**src/rtl/sem_pkg.sv**
```systemverilog
// Constants and state type for the status event mask and summary block
// Overview of operation
// RULE_01: Three independent 16-bit enable masks: measurement, questionable, operation.
// RULE_02: Mask write value sets each bit by its binary form; 0 clears, 65535 sets.
// RULE_03: Host sums bit weights, bit n weighing two to the power n.
// RULE_04: A cleared mask bit blocks its event bit from the group summary.
// RULE_05: A set mask bit with its event bit set asserts the group summary.
// RULE_06: Measurement bits 0 to 4: over range, lower and upper bounds one and two.
// RULE_07: Measurement bit 5 reading ready, bits 7 to 9 trace store; 6, 10, 15 unused.
// RULE_08: Measurement bits 11 to 14: under range, frequency high, low, shaping filter fault.
// RULE_09: Questionable bits 4, 8, 14 used; others unused; bit 15 reads 0.
// RULE_10: Operation bits 4 measuring, 5 triggering, 10 idle; others unused.
// RULE_11: Each group has a condition register laid out like its event register.
// RULE_12: Condition register never latches; follows present state every clock.
// RULE_13: Condition query returns the 16-bit condition content.
// RULE_14: Event query returns latched bits then clears that event register.
// RULE_15: Preset clears all three masks and leaves other registers alone.
// RULE_16: Event bit sets when its condition asserts and holds until read.
// RULE_17: Group summary is OR of event AND mask, every clock.
// RULE_18: Unused bits read zero and never reach the summary.
package sem_pkg;

   localparam int NUM_GROUPS = 3;

   localparam logic [1:0] GRP_MEAS = 2'h0;
   localparam logic [1:0] GRP_QUES = 2'h1;
   localparam logic [1:0] GRP_OPER = 2'h2;

   localparam logic [2:0] OP_WR_MASK = 3'h1;
   localparam logic [2:0] OP_RD_MASK = 3'h2;
   localparam logic [2:0] OP_RD_COND = 3'h3;
   localparam logic [2:0] OP_RD_EVT = 3'h4;
   localparam logic [2:0] OP_PRESET = 3'h5;

   // Measurement group bit positions
   localparam int BIT_READING_OVER_RANGE = 0;
   localparam int BIT_BELOW_LOWER_BOUND_ONE = 1;
   localparam int BIT_ABOVE_UPPER_BOUND_ONE = 2;
   localparam int BIT_BELOW_LOWER_BOUND_TWO = 3;
   localparam int BIT_ABOVE_UPPER_BOUND_TWO = 4;
   localparam int BIT_NEW_READING_READY = 5;
   localparam int BIT_TRACE_STORE_HAS_READINGS = 7;
   localparam int BIT_TRACE_STORE_HALF = 8;
   localparam int BIT_TRACE_STORE_COMPLETE = 9;
   localparam int BIT_READING_UNDER_RANGE = 11;
   localparam int BIT_DISTORTION_FREQ_TOO_HIGH = 12;
   localparam int BIT_DISTORTION_FREQ_TOO_LOW = 13;
   localparam int BIT_SHAPING_FILTER_FAULT = 14;

   // Questionable group bit positions
   localparam int BIT_JUNCTION_FAULT = 4;
   localparam int BIT_BAD_CAL_CONSTANT = 8;
   localparam int BIT_PARAM_IGNORED = 14;

   // Operation group bit positions
   localparam int BIT_MEASURING = 4;
   localparam int BIT_TRIGGERING = 5;
   localparam int BIT_IDLE = 10;

   localparam logic [15:0] USED_MEAS = 16'h7BBF;
   localparam logic [15:0] USED_QUES = 16'h4110;
   localparam logic [15:0] USED_OPER = 16'h0430;

   localparam logic [15:0] MASK_RESET = 16'h0000;
   localparam logic [15:0] EVT_RESET = 16'h0000;
   localparam logic [15:0] COND_RESET = 16'h0000;
   localparam logic [15:0] RSP_RESET = 16'h0000;

   typedef struct packed {
      logic [NUM_GROUPS-1:0][15:0] mask;
      logic [NUM_GROUPS-1:0][15:0] evt;
      logic [NUM_GROUPS-1:0][15:0] cond;
      logic rsp_valid;
      logic [15:0] rsp_data;
   } sem_state_t;

endpackage

```
**src/rtl/sem_status_core.sv**
```systemverilog
// Status condition, event and enable mask registers with group summaries
`timescale 1ns/1ps
module sem_status_core (
   input wire logic i_core_clk,
   input wire logic i_rst,
   input wire logic i_cmd_valid,
   input wire logic [2:0] i_cmd_op,
   input wire logic [1:0] i_cmd_group,
   input wire logic [15:0] i_cmd_data,
   input wire logic [15:0] i_meas_cond,
   input wire logic [15:0] i_ques_cond,
   input wire logic [15:0] i_oper_cond,
   output logic o_rsp_valid,
   output logic [15:0] o_rsp_data,
   output logic o_meas_summary,
   output logic o_ques_summary,
   output logic o_oper_summary
);

   // Registered state: masks, events, conditions and the query response
   sem_pkg::sem_state_t state;
   sem_pkg::sem_state_t next_state;

   logic [sem_pkg::NUM_GROUPS-1:0][15:0] cond_in;
   logic [sem_pkg::NUM_GROUPS-1:0][15:0] rise;
   logic [sem_pkg::NUM_GROUPS-1:0] rd_evt_hit;
   logic [sem_pkg::NUM_GROUPS-1:0] wr_mask_hit;
   logic [sem_pkg::NUM_GROUPS-1:0] summary;
   logic preset_hit;

   // Implemented bit positions of a group
   function automatic logic [15:0] used_bits(
      input logic [1:0] grp
   );
      logic [15:0] bits;
      bits = 16'h0000;
      case (grp)
         sem_pkg::GRP_MEAS: begin
            bits = sem_pkg::USED_MEAS;  // RULE_06 RULE_07 RULE_08
         end
         sem_pkg::GRP_QUES: begin
            bits = sem_pkg::USED_QUES;  // RULE_09
         end
         sem_pkg::GRP_OPER: begin
            bits = sem_pkg::USED_OPER;  // RULE_10
         end
         default: begin
            bits = 16'h0000;
         end
      endcase
      return bits;
   endfunction

   // Command decode for one operation on one group
   function automatic logic cmd_hit(
      input logic valid,
      input logic [2:0] op,
      input logic [1:0] grp,
      input logic [2:0] op_want,
      input logic [1:0] grp_want
   );
      logic hit;
      hit = 1'b0;
      if (valid && (op == op_want) && (grp == grp_want)) begin
         hit = 1'b1;
      end
      return hit;
   endfunction

   // Pick one group's word; an unknown group answers zero
   function automatic logic [15:0] pick_group(
      input logic [sem_pkg::NUM_GROUPS-1:0][15:0] regs,
      input logic [1:0] grp
   );
      logic [15:0] word;
      word = 16'h0000;
      case (grp)
         sem_pkg::GRP_MEAS: begin
            word = regs[sem_pkg::GRP_MEAS];
         end
         sem_pkg::GRP_QUES: begin
            word = regs[sem_pkg::GRP_QUES];
         end
         sem_pkg::GRP_OPER: begin
            word = regs[sem_pkg::GRP_OPER];
         end
         default: begin
            word = 16'h0000;
         end
      endcase
      return word;
   endfunction

   // Live condition inputs, unused positions forced low
   assign cond_in[sem_pkg::GRP_MEAS] = i_meas_cond & sem_pkg::USED_MEAS;  // RULE_11 RULE_18
   assign cond_in[sem_pkg::GRP_QUES] = i_ques_cond & sem_pkg::USED_QUES;  // RULE_11 RULE_18
   assign cond_in[sem_pkg::GRP_OPER] = i_oper_cond & sem_pkg::USED_OPER;  // RULE_11 RULE_18

   assign preset_hit = i_cmd_valid && (i_cmd_op == sem_pkg::OP_PRESET);

   // Per group decode, event edge and summary
   genvar g;
   generate
      for (g = 0; g < sem_pkg::NUM_GROUPS; g++) begin : gen_group
         assign rise[g] = cond_in[g] & ~state.cond[g];  // RULE_16
         assign rd_evt_hit[g] = cmd_hit(
            i_cmd_valid,
            i_cmd_op,
            i_cmd_group,
            sem_pkg::OP_RD_EVT,
            2'(g)
         );
         assign wr_mask_hit[g] = cmd_hit(
            i_cmd_valid,
            i_cmd_op,
            i_cmd_group,
            sem_pkg::OP_WR_MASK,
            2'(g)
         );
         assign summary[g] = |(state.evt[g] & state.mask[g]);  // RULE_04 RULE_05 RULE_17

         a_event_holds_set: assert property (  // RULE_16
            @(posedge i_core_clk) disable iff (i_rst)
            !rd_evt_hit[g]
            |=> ((state.evt[g] & $past(state.evt[g])) == $past(state.evt[g]))
         ) else $error("event bit dropped without a read");

         a_masked_summary_low: assert property (  // RULE_04
            @(posedge i_core_clk) disable iff (i_rst)
            ((state.evt[g] & state.mask[g]) == 16'h0000)
            |-> !summary[g]
         ) else $error("masked event reached the summary");
      end
   endgenerate

   // Next state
   always_comb begin
      next_state = state;
      next_state.rsp_valid = 1'b0;
      next_state.rsp_data = sem_pkg::RSP_RESET;
      for (int k = 0; k < sem_pkg::NUM_GROUPS; k++) begin
         next_state.cond[k] = cond_in[k];  // RULE_12
         if (rd_evt_hit[k]) begin
            next_state.evt[k] = rise[k];  // RULE_14
         end
         else begin
            next_state.evt[k] = state.evt[k] | rise[k];  // RULE_16
         end
         if (preset_hit) begin
            next_state.mask[k] = sem_pkg::MASK_RESET;  // RULE_15
         end
         else if (wr_mask_hit[k]) begin
            next_state.mask[k] = i_cmd_data & used_bits(2'(k));  // RULE_01 RULE_02 RULE_18
         end
      end
      if (i_cmd_valid) begin
         next_state.rsp_valid = 1'b1;
         case (i_cmd_op)
            sem_pkg::OP_RD_MASK: begin
               next_state.rsp_data = pick_group(state.mask, i_cmd_group);  // RULE_01
            end
            sem_pkg::OP_RD_COND: begin
               next_state.rsp_data = pick_group(state.cond, i_cmd_group);  // RULE_13
            end
            sem_pkg::OP_RD_EVT: begin
               next_state.rsp_data = pick_group(state.evt, i_cmd_group);  // RULE_14
            end
            default: begin
               next_state.rsp_data = sem_pkg::RSP_RESET;
            end
         endcase
      end
   end

   // State register
   always_ff @(posedge i_core_clk) begin
      if (i_rst) begin
         state.mask <= {sem_pkg::NUM_GROUPS{sem_pkg::MASK_RESET}};
         state.evt <= {sem_pkg::NUM_GROUPS{sem_pkg::EVT_RESET}};
         state.cond <= {sem_pkg::NUM_GROUPS{sem_pkg::COND_RESET}};
         state.rsp_valid <= 1'b0;
         state.rsp_data <= sem_pkg::RSP_RESET;
      end
      else begin
         state <= next_state;
      end
   end

   assign o_rsp_valid = state.rsp_valid;
   assign o_rsp_data = state.rsp_data;
   assign o_meas_summary = summary[sem_pkg::GRP_MEAS];  // RULE_17
   assign o_ques_summary = summary[sem_pkg::GRP_QUES];  // RULE_17
   assign o_oper_summary = summary[sem_pkg::GRP_OPER];  // RULE_17

   a_mask_write_lands: assert property (  // RULE_02
      @(posedge i_core_clk) disable iff (i_rst)
      wr_mask_hit[sem_pkg::GRP_MEAS] && !preset_hit
      |=> (state.mask[sem_pkg::GRP_MEAS] == ($past(i_cmd_data) & sem_pkg::USED_MEAS))
   ) else $error("mask write did not land");

   a_preset_clears_masks: assert property (  // RULE_15
      @(posedge i_core_clk) disable iff (i_rst)
      preset_hit
      |=> (state.mask == {sem_pkg::NUM_GROUPS{sem_pkg::MASK_RESET}})
   ) else $error("preset left a mask bit set");

   a_event_read_clears: assert property (  // RULE_14
      @(posedge i_core_clk) disable iff (i_rst)
      rd_evt_hit[sem_pkg::GRP_MEAS] && (rise[sem_pkg::GRP_MEAS] == 16'h0000)
      |=> o_rsp_valid
         && (o_rsp_data == $past(state.evt[sem_pkg::GRP_MEAS]))
         && (state.evt[sem_pkg::GRP_MEAS] == 16'h0000)
   ) else $error("event read did not answer and clear");

   a_cond_tracks_input: assert property (  // RULE_12
      @(posedge i_core_clk) disable iff (i_rst)
      1'b1
      |=> (state.cond[sem_pkg::GRP_MEAS] == ($past(i_meas_cond) & sem_pkg::USED_MEAS))
   ) else $error("condition register did not follow its input");

   a_unused_bits_zero: assert property (  // RULE_18
      @(posedge i_core_clk) disable iff (i_rst)
      ((state.evt[sem_pkg::GRP_QUES] & ~sem_pkg::USED_QUES) == 16'h0000)
         && ((state.mask[sem_pkg::GRP_QUES] & ~sem_pkg::USED_QUES) == 16'h0000)
         && ((state.evt[sem_pkg::GRP_OPER] & ~sem_pkg::USED_OPER) == 16'h0000)
         && ((state.mask[sem_pkg::GRP_OPER] & ~sem_pkg::USED_OPER) == 16'h0000)
   ) else $error("unused bit position is set");

   a_enabled_summary_high: assert property (  // RULE_05
      @(posedge i_core_clk) disable iff (i_rst)
      ((state.evt[sem_pkg::GRP_MEAS] & state.mask[sem_pkg::GRP_MEAS]) != 16'h0000)
      |-> o_meas_summary
   ) else $error("enabled event did not raise the summary");

endmodule
```
**config.mk**
```make
export PLATFORM = sky130hd
export DESIGN_NAME = sem_status_core
export DESIGN_NICKNAME = d
export VERILOG_FILES = /design/src/rtl/sem_pkg.sv /design/src/rtl/sem_status_core.sv
export SDC_FILE = /design/constraint.sdc
export NUM_CORES = 1
export LEC_CHECK = 0
export BUFFER_PORTS_ARGS = -buffer_cell sky130_fd_sc_hd__buf_4
export CORE_MARGIN = 3
export CORE_UTILIZATION = 51
export CTS_BUF_LIST = sky130_fd_sc_hd__clkbuf_4 sky130_fd_sc_hd__clkbuf_8 sky130_fd_sc_hd__clkbuf_16
export CTS_CLUSTER_DIAMETER = 80
export DETAILED_ROUTE_END_ITERATION = 10
export GPL_TIMING_DRIVEN = 0
export PLACE_DENSITY = 0.89
export SLEW_MARGIN = 20
export SYNTH_ARGS = -nofsm -noshare
export SYNTH_HDL_FRONTEND = slang
export SYNTH_SLANG_ARGS = --single-unit
```
**constraint.sdc**
```tcl
create_clock -name i_core_clk -period 1.25 [get_ports i_core_clk]
set_input_delay 0 -clock i_core_clk [delete_from_list [all_inputs] [get_ports i_core_clk]]
set_output_delay 0 -clock i_core_clk [all_outputs]
set_load 0.05 [all_outputs]
```
==> results of run 1 <==
-- synthesized netlist by cell type (3+ instances only) --
cell and number:
sky130_fd_sc_hd__a222oi_1 3, sky130_fd_sc_hd__nor2b_1 42, sky130_fd_sc_hd__nand3_1 24, sky130_fd_sc_hd__mux2i_1 15, sky130_fd_sc_hd__a221oi_1 4, sky130_fd_sc_hd__mux2_2 3, sky130_fd_sc_hd__clkbuf_1 9, sky130_fd_sc_hd__nand2_1 27
sky130_fd_sc_hd__dfxtp_1 73, sky130_fd_sc_hd__nor2_1 40, sky130_fd_sc_hd__a22oi_1 3, sky130_fd_sc_hd__a21oi_1 51, sky130_fd_sc_hd__buf_2 7, sky130_fd_sc_hd__buf_4 16
-- power by group --
part	internal [W]	switching [W]	leakage, nW
logic	0.000302	0.000286	1.03
clock network	0.000892	0.000812	0.0949
registers	0.00242	0.0000683	0.604
total	0.00361	0.00117	1.73
-- cell type report --
type,count,area [um^2]
fillers,398,1440
inverters,2,7.51
clock buffers,13,173
plain buffers,35,208
clock inverters,2,12.5
well taps,72,90.1
flip-flops and latches,73,1470
multi-input cells,233,1380
repair buffers,98,832
-- through the flow --
| stage | total power [W] | area (um^2) | setup WS [ps] | utilization, % |
|---|---|---|---|---|
| 2_1_floorplan | 0.00279 | 3010 | 87.9 | - |
| 3_3_place_gp | 0.00299 | 3550 | -305 | 63.3 |
| 3_5_place_dp | 0.00300 | 3550 | -353 | 63.3 |
| 4_1_cts | 0.00477 | 4140 | -224 | 73.8 |
| 5_1_grt | 0.00494 | 4170 | -331 | 74.4 |
| 6_report | 0.00478 | 4170 | -225 | 74.4 |
-- logic make-up (layout without fill, tap and decap cells) --
family,count (synthesis),in the layout,share of synthesized area [%]
compound gates,72,72,14.4
other cells,1,1,0.125
buf+inv,37,150,7.15
flops,73,73,48.6
mux,18,18,6.11
simple gates,142,142,23.7
-- flip-flops by register name (all words and copies together) (netlist names) --
signal,flops
state,57
o_rsp_valid,1
o_rsp_data,15
-- worst paths after layout --
kind | start | to | cells past startpoint
worst max register to register | state[117] | o_rsp_data[4] | 4
worst min-delay path | i_cmd_group[1] | state[115] | 4
worst min register to register | state[137] | state[137] | 2
worst max-delay path | state[74] | o_meas_summary | 5
-- repair_timing --
item / in CTS / in global routing
endpoints found under the hold margin: 44 / 0
buffers inserted: 3 / 1
pin swaps: 4 / 6
gates resized for setup: 15 / 9
setup endpoints to repair: 5 / 11
hold buffers: 34 / 0
-- routing by layer --
| layer | vias to the layer above | part of all wire (%) | GRT usage (%) |
|---|---|---|---|
| met4 | 0 | 4.1 | 16.5 |
| met3 | 37 | 8.1 | 4.56 |
| met5 | - | 0 | 0 |
| met2 | 162 | 49 | 42.4 |
| li1 | 1374 | - | - |
| met1 | 1347 | 39 | 30.4 |
-- worst min-delay path, cell delays in order --
cell and delay, ps:
sky130_fd_sc_hd__buf_4 110, sky130_fd_sc_hd__nor2_4 60, sky130_fd_sc_hd__nand3_1 80, sky130_fd_sc_hd__a21oi_1 50
==> run metrics, run 1 <==
number of flops mapped to enable cells by yosys 0; pin count of the biggest net entering global routing 12; die outline width a little over 80 um; Tcrit/Tclk final 118%; portion of synthesized cell area occupied by the leading cell type 48.6%; DRC Markers 0; cell with the largest stage delay on the worst path sky130_fd_sc_hd__dfxtp_2; die boundary height 82.8 um; Root Driver sky130_fd_sc_hd__clkbuf_8; Largest delay share family, worst path compound AO/OA/AOI/OAI gates; arrival time of data at the critical path endpoint 1470 ps; number of max-cap violations 0; total setup violations reported at the end of the flow 3; stage delay of the slowest cell on the critical path between 300 and 400 ps; antenna cells 0; number of antenna violations at the first check in global routing 0; RSZ-0062 raised after global routing true; kind of start point of the critical path register; DP Cell Count between 400 and 500; share of synthesized area occupied by flip-flops and latches around 50%; total via count in the routed design 2920; buffer and inverter count on the worst path 1; effective utilization at floorplan between 50% and 60%; Synth Cell Area 0.00301 mm^2; total CTS buffers 9; total of flip-flops plus latches after synthesis 73; internal reg-to-reg setup slack ~30 ps; Total Routing Usage GR 25.6%; final hold violations 0; most common cell after layout, fill and taps aside sky130_fd_sc_hd__buf_4; CTS H-tree lvls 3; cell count after synthesis approximately 340; fraction of layout instances using a drive strength above 1 27.9%; most frequent cells in the layout sky130_fd_sc_hd__buf_4, sky130_fd_sc_hd__dfxtp_1, sky130_fd_sc_hd__a21oi_1; total grt overflow 0; hold slack final between 9 and 10 ps; total negative slack for setup checks -346 ps; detailed-route vias per instance roughly 5.5; final non-filler cell total ~530; Skew-Pair Late Insertion Delay roughly 340 ps; Layout area overhead 38.7%; vias in the first global route around 3000; Max Clock Skew around 12 ps; violations in the final reports setup timing; RePlAce Congestion 0.947; global-route wire length before repair approximately 14 mm; asr flop ratio synth 0%; post-synthesis average cell area ~9 um^2; clock tree from TritonCTS yes; per-cell routed wire length approximately 16 um; biggest fanout along the worst timing path 2; static power due to leakage 1.73 nW; # port buffers 60; initial detailed-routing violation count 312; pwr dens approximately 1100 mW/mm^2; Synth cell types 35; class of the most critical hold timing path in -> reg; critical path start-end classification reg -> out; warning count from the yosys run 0; number of nets produced by synthesis roughly 420; total I/O pin count just over 90; data required time of the worst path between 1000 and 1500 ps; final max-slew violation count 0; placeable core region ~0.0056 mm^2; top area cells in the synthesized netlist sky130_fd_sc_hd__dfxtp_1, sky130_fd_sc_hd__nor2b_1, sky130_fd_sc_hd__a21oi_1; Final WS setup -225 ps; Max-slew headroom just over 60%; number of standard-cell rows in the floorplan 27; result of the run finished, violations left; antenna-violating nets left 0; total wire length 8.50 mm; Min Clock Period, post-route ~1500 ps; maximum clock rate between 0.6 and 0.7 GHz; worst-margin pin slew roughly 590 ps; CTS Buffer Depth 2; Setup crit end kind primary output; post-CTS clock slew at the launch and capture registers of the worst setup and hold paths approximately 70 ps; cells along the critical path a22oi_2 -> nand2_1 -> a221oi_2 -> nand3_1 -> buf_6; top flip-flop cell by instance count after synthesis sky130_fd_sc_hd__dfxtp_1; Peak VDD IR about 0.00092 V; Final HPWL DP between 5 and 6 mm; number of nets at the end of the flow ~520; TritonRoute pass-1 iters 5; CTS Sinks 73; DIE AREA 0.00686 mm^2; largest area contributor in the synthesized netlist sky130_fd_sc_hd__dfxtp_1
(Power assumes the default switching activity.)
==> run 2: changes to the inputs <==
--- a/config.mk
+++ b/config.mk
@@ -12,7 +12,8 @@
 export CTS_CLUSTER_DIAMETER = 80
 export DETAILED_ROUTE_END_ITERATION = 10
 export GPL_TIMING_DRIVEN = 0
-export PLACE_DENSITY = 0.89
+export PLACE_DENSITY = 0.82
+export SETUP_SLACK_MARGIN = 0.1
 export SLEW_MARGIN = 20
 export SYNTH_ARGS = -nofsm -noshare
 export SYNTH_HDL_FRONTEND = slang
==> run 2 against run 1 <==
Compared with the run above: the flow still finishes with violations (setup timing); total power up 8.2%; cell area is 2.5% higher; via count down 1.3%; global-route usage shrank 1.0 points; core utilization is 1.9 points higher; register-to-register slack gained 40 ps; sequential cell count unchanged; cell count increased by 0.76%; critical path type unchanged; critical endpoint unchanged.
==> run metrics, run 2 (synthesis results as in run 1) <==
post-CTS clock slew at the launch and capture registers of the worst setup and hold paths 70 ps; Layout area overhead 42.2%; fraction of layout instances using a drive strength above 1 30.0%; startpoint of the worst-slack reg-to-reg timing path state[117]; data required time of the worst path roughly 1300 ps; Max-slew headroom ~56%; result of the run finished, violations left; static power due to leakage 1.79 nW; antenna cells 0; reg-to-reg endpoint o_rsp_data[4]; TritonRoute pass-1 iters 6; initial detailed-routing violation count 284; per-cell routed wire length ~16 um; # port buffers 60; hold slack final 49.7 ps; CTS Buffer Depth 2; DIE AREA about 0.007 mm^2; die boundary height between 80 and 90 um; final non-filler cell total between 500 and 600; Max Clock Skew 7.20 ps; class of the most critical hold timing path in -> reg; number of max-cap violations 0; Largest Register state; pin count of the biggest net entering global routing 13; total via count in the routed design 2881; pwr dens 1210 mW/mm^2; Skew-Pair Late Insertion Delay roughly 350 ps; CTS Sinks 73; effective utilization at floorplan a little over half; startpoint of the most critical hold path i_rst; Min-Delay Endpoint o_rsp_data[10]; die outline width 82.8 um; Critical Path Start state[113]; clock tree from TritonCTS yes; CTS H-tree lvls 3; Tcrit/Tclk final 120%; number of filler cells placed in the layout 380; number of antenna violations at the first check in global routing 0; most frequent cells in the layout sky130_fd_sc_hd__buf_4, sky130_fd_sc_hd__dfxtp_1, sky130_fd_sc_hd__a21oi_1; DRC Markers 0; number of nets at the end of the flow approximately 530; Root Driver sky130_fd_sc_hd__clkbuf_8; total wire length roughly 8.5 mm; maximum clock rate 0.664 GHz; vias in the first global route 2781; Min Clock Period, post-route 1510 ps; worst setup timing slack at the placement stage -389 ps; detailed-route vias per instance between 5 and 6; most common cell after layout, fill and taps aside sky130_fd_sc_hd__buf_4; antenna-violating nets left 0; kind of start point of the critical path register; Total Routing Usage GR approximately a quarter; total I/O pin count 92; Final HPWL DP ~5.4 mm; final max-slew violation count 0; cell depth of the worst min-delay path 3; flip-flop count of the largest register after layout 57; arrival time of data at the critical path endpoint about 1500 ps; DP Cell Count 475; RSZ-0062 raised after global routing true; final hold violations 0; total CTS buffers 9; global-route wire length before repair 13.4 mm; Peak VDD IR between 0.0007 and 0.0008 V; critical path start-end classification reg -> out; RePlAce Congestion just over 0.9; Setup crit end kind primary output; worst-margin pin slew 654 ps; Final WS setup -256 ps; biggest fanout along the worst timing path 3; number of standard-cell rows in the floorplan 27; total grt overflow 0; internal reg-to-reg setup slack 70 ps; depth of the worst register-to-register path 4; total setup violations reported at the end of the flow 3; placeable core region 0.00561 mm^2; violations in the final reports setup timing
## run 2: worst max path at each step
stage	end	slack, ps
final	o_meas_summary	-260
after global routing	o_meas_summary	-350
after CTS	o_meas_summary	-240
after detailed placement	state[77]	-390
after global placement	state[79]	-340
after floorplan	o_rsp_data[4]	160
## run 2: per-layer routing
metal,vias to the layer above,track usage (%),share of wire [%]
met1,1343,31.5,40
met2,143,39.7,48
met4,0,11.4,3.0
met5,-,0,0
li1,1378,-,-
met3,17,5.06,9.1
## run 2: final cells by class
type	instances	area, um^2	area share, %
tap	72	90.1	2.11
multi-input combinational	233	1400	32.7
sequential	73	1480	34.6
clock buffer	11	151	3.54
clock inverter	5	77.6	1.81
buffer	35	209	4.88
inverter	2	7.51	0.175
timing repair buffer	101	863	20.2
## run 2: critical path: stages, from the launching register on
cell and delay, ps:
sky130_fd_sc_hd__dfxtp_1 350, sky130_fd_sc_hd__a22oi_2 170, sky130_fd_sc_hd__nand2_1 100, sky130_fd_sc_hd__a221oi_2 210
sky130_fd_sc_hd__nand3_2 130, sky130_fd_sc_hd__buf_8 180
## run 2: timing repair
item | in CTS | in global routing
setup buffers | 1 | 4
cloned | 0 | 0
resized for setup | 21 | 14
setup endpoints to repair | 16 | 29
pin swaps | 6 | 7
hold endpoints to repair | 48 | 0
hold buffers | 36 | 0
## run 2: per-stage QoR
stage / setup TNS, ps / cell area [um^2] / utilization [%] / total power, W
2_1_floorplan: 0 / 3010 / - / 0.00279
3_3_place_gp: -6600 / 3550 / 63.4 / 0.00299
3_5_place_dp: -7980 / 3550 / 63.4 / 0.00300
4_1_cts: -344 / 4210 / 75.1 / 0.00515
5_1_grt: -561 / 4280 / 76.3 / 0.00533
6_report: -362 / 4280 / 76.3 / 0.00517
## run 2: report_power, final
group / internal, W / leakage (nW) / total (W) / switching, W
combinational: 0.000309 / 1.07 / 0.000602 / 0.000293
clock: 0.00122 / 0.115 / 0.00208 / 0.000853
sequential: 0.00242 / 0.606 / 0.00249 / 0.0000735
total: 0.00395 / 1.79 / 0.00517 / 0.00122
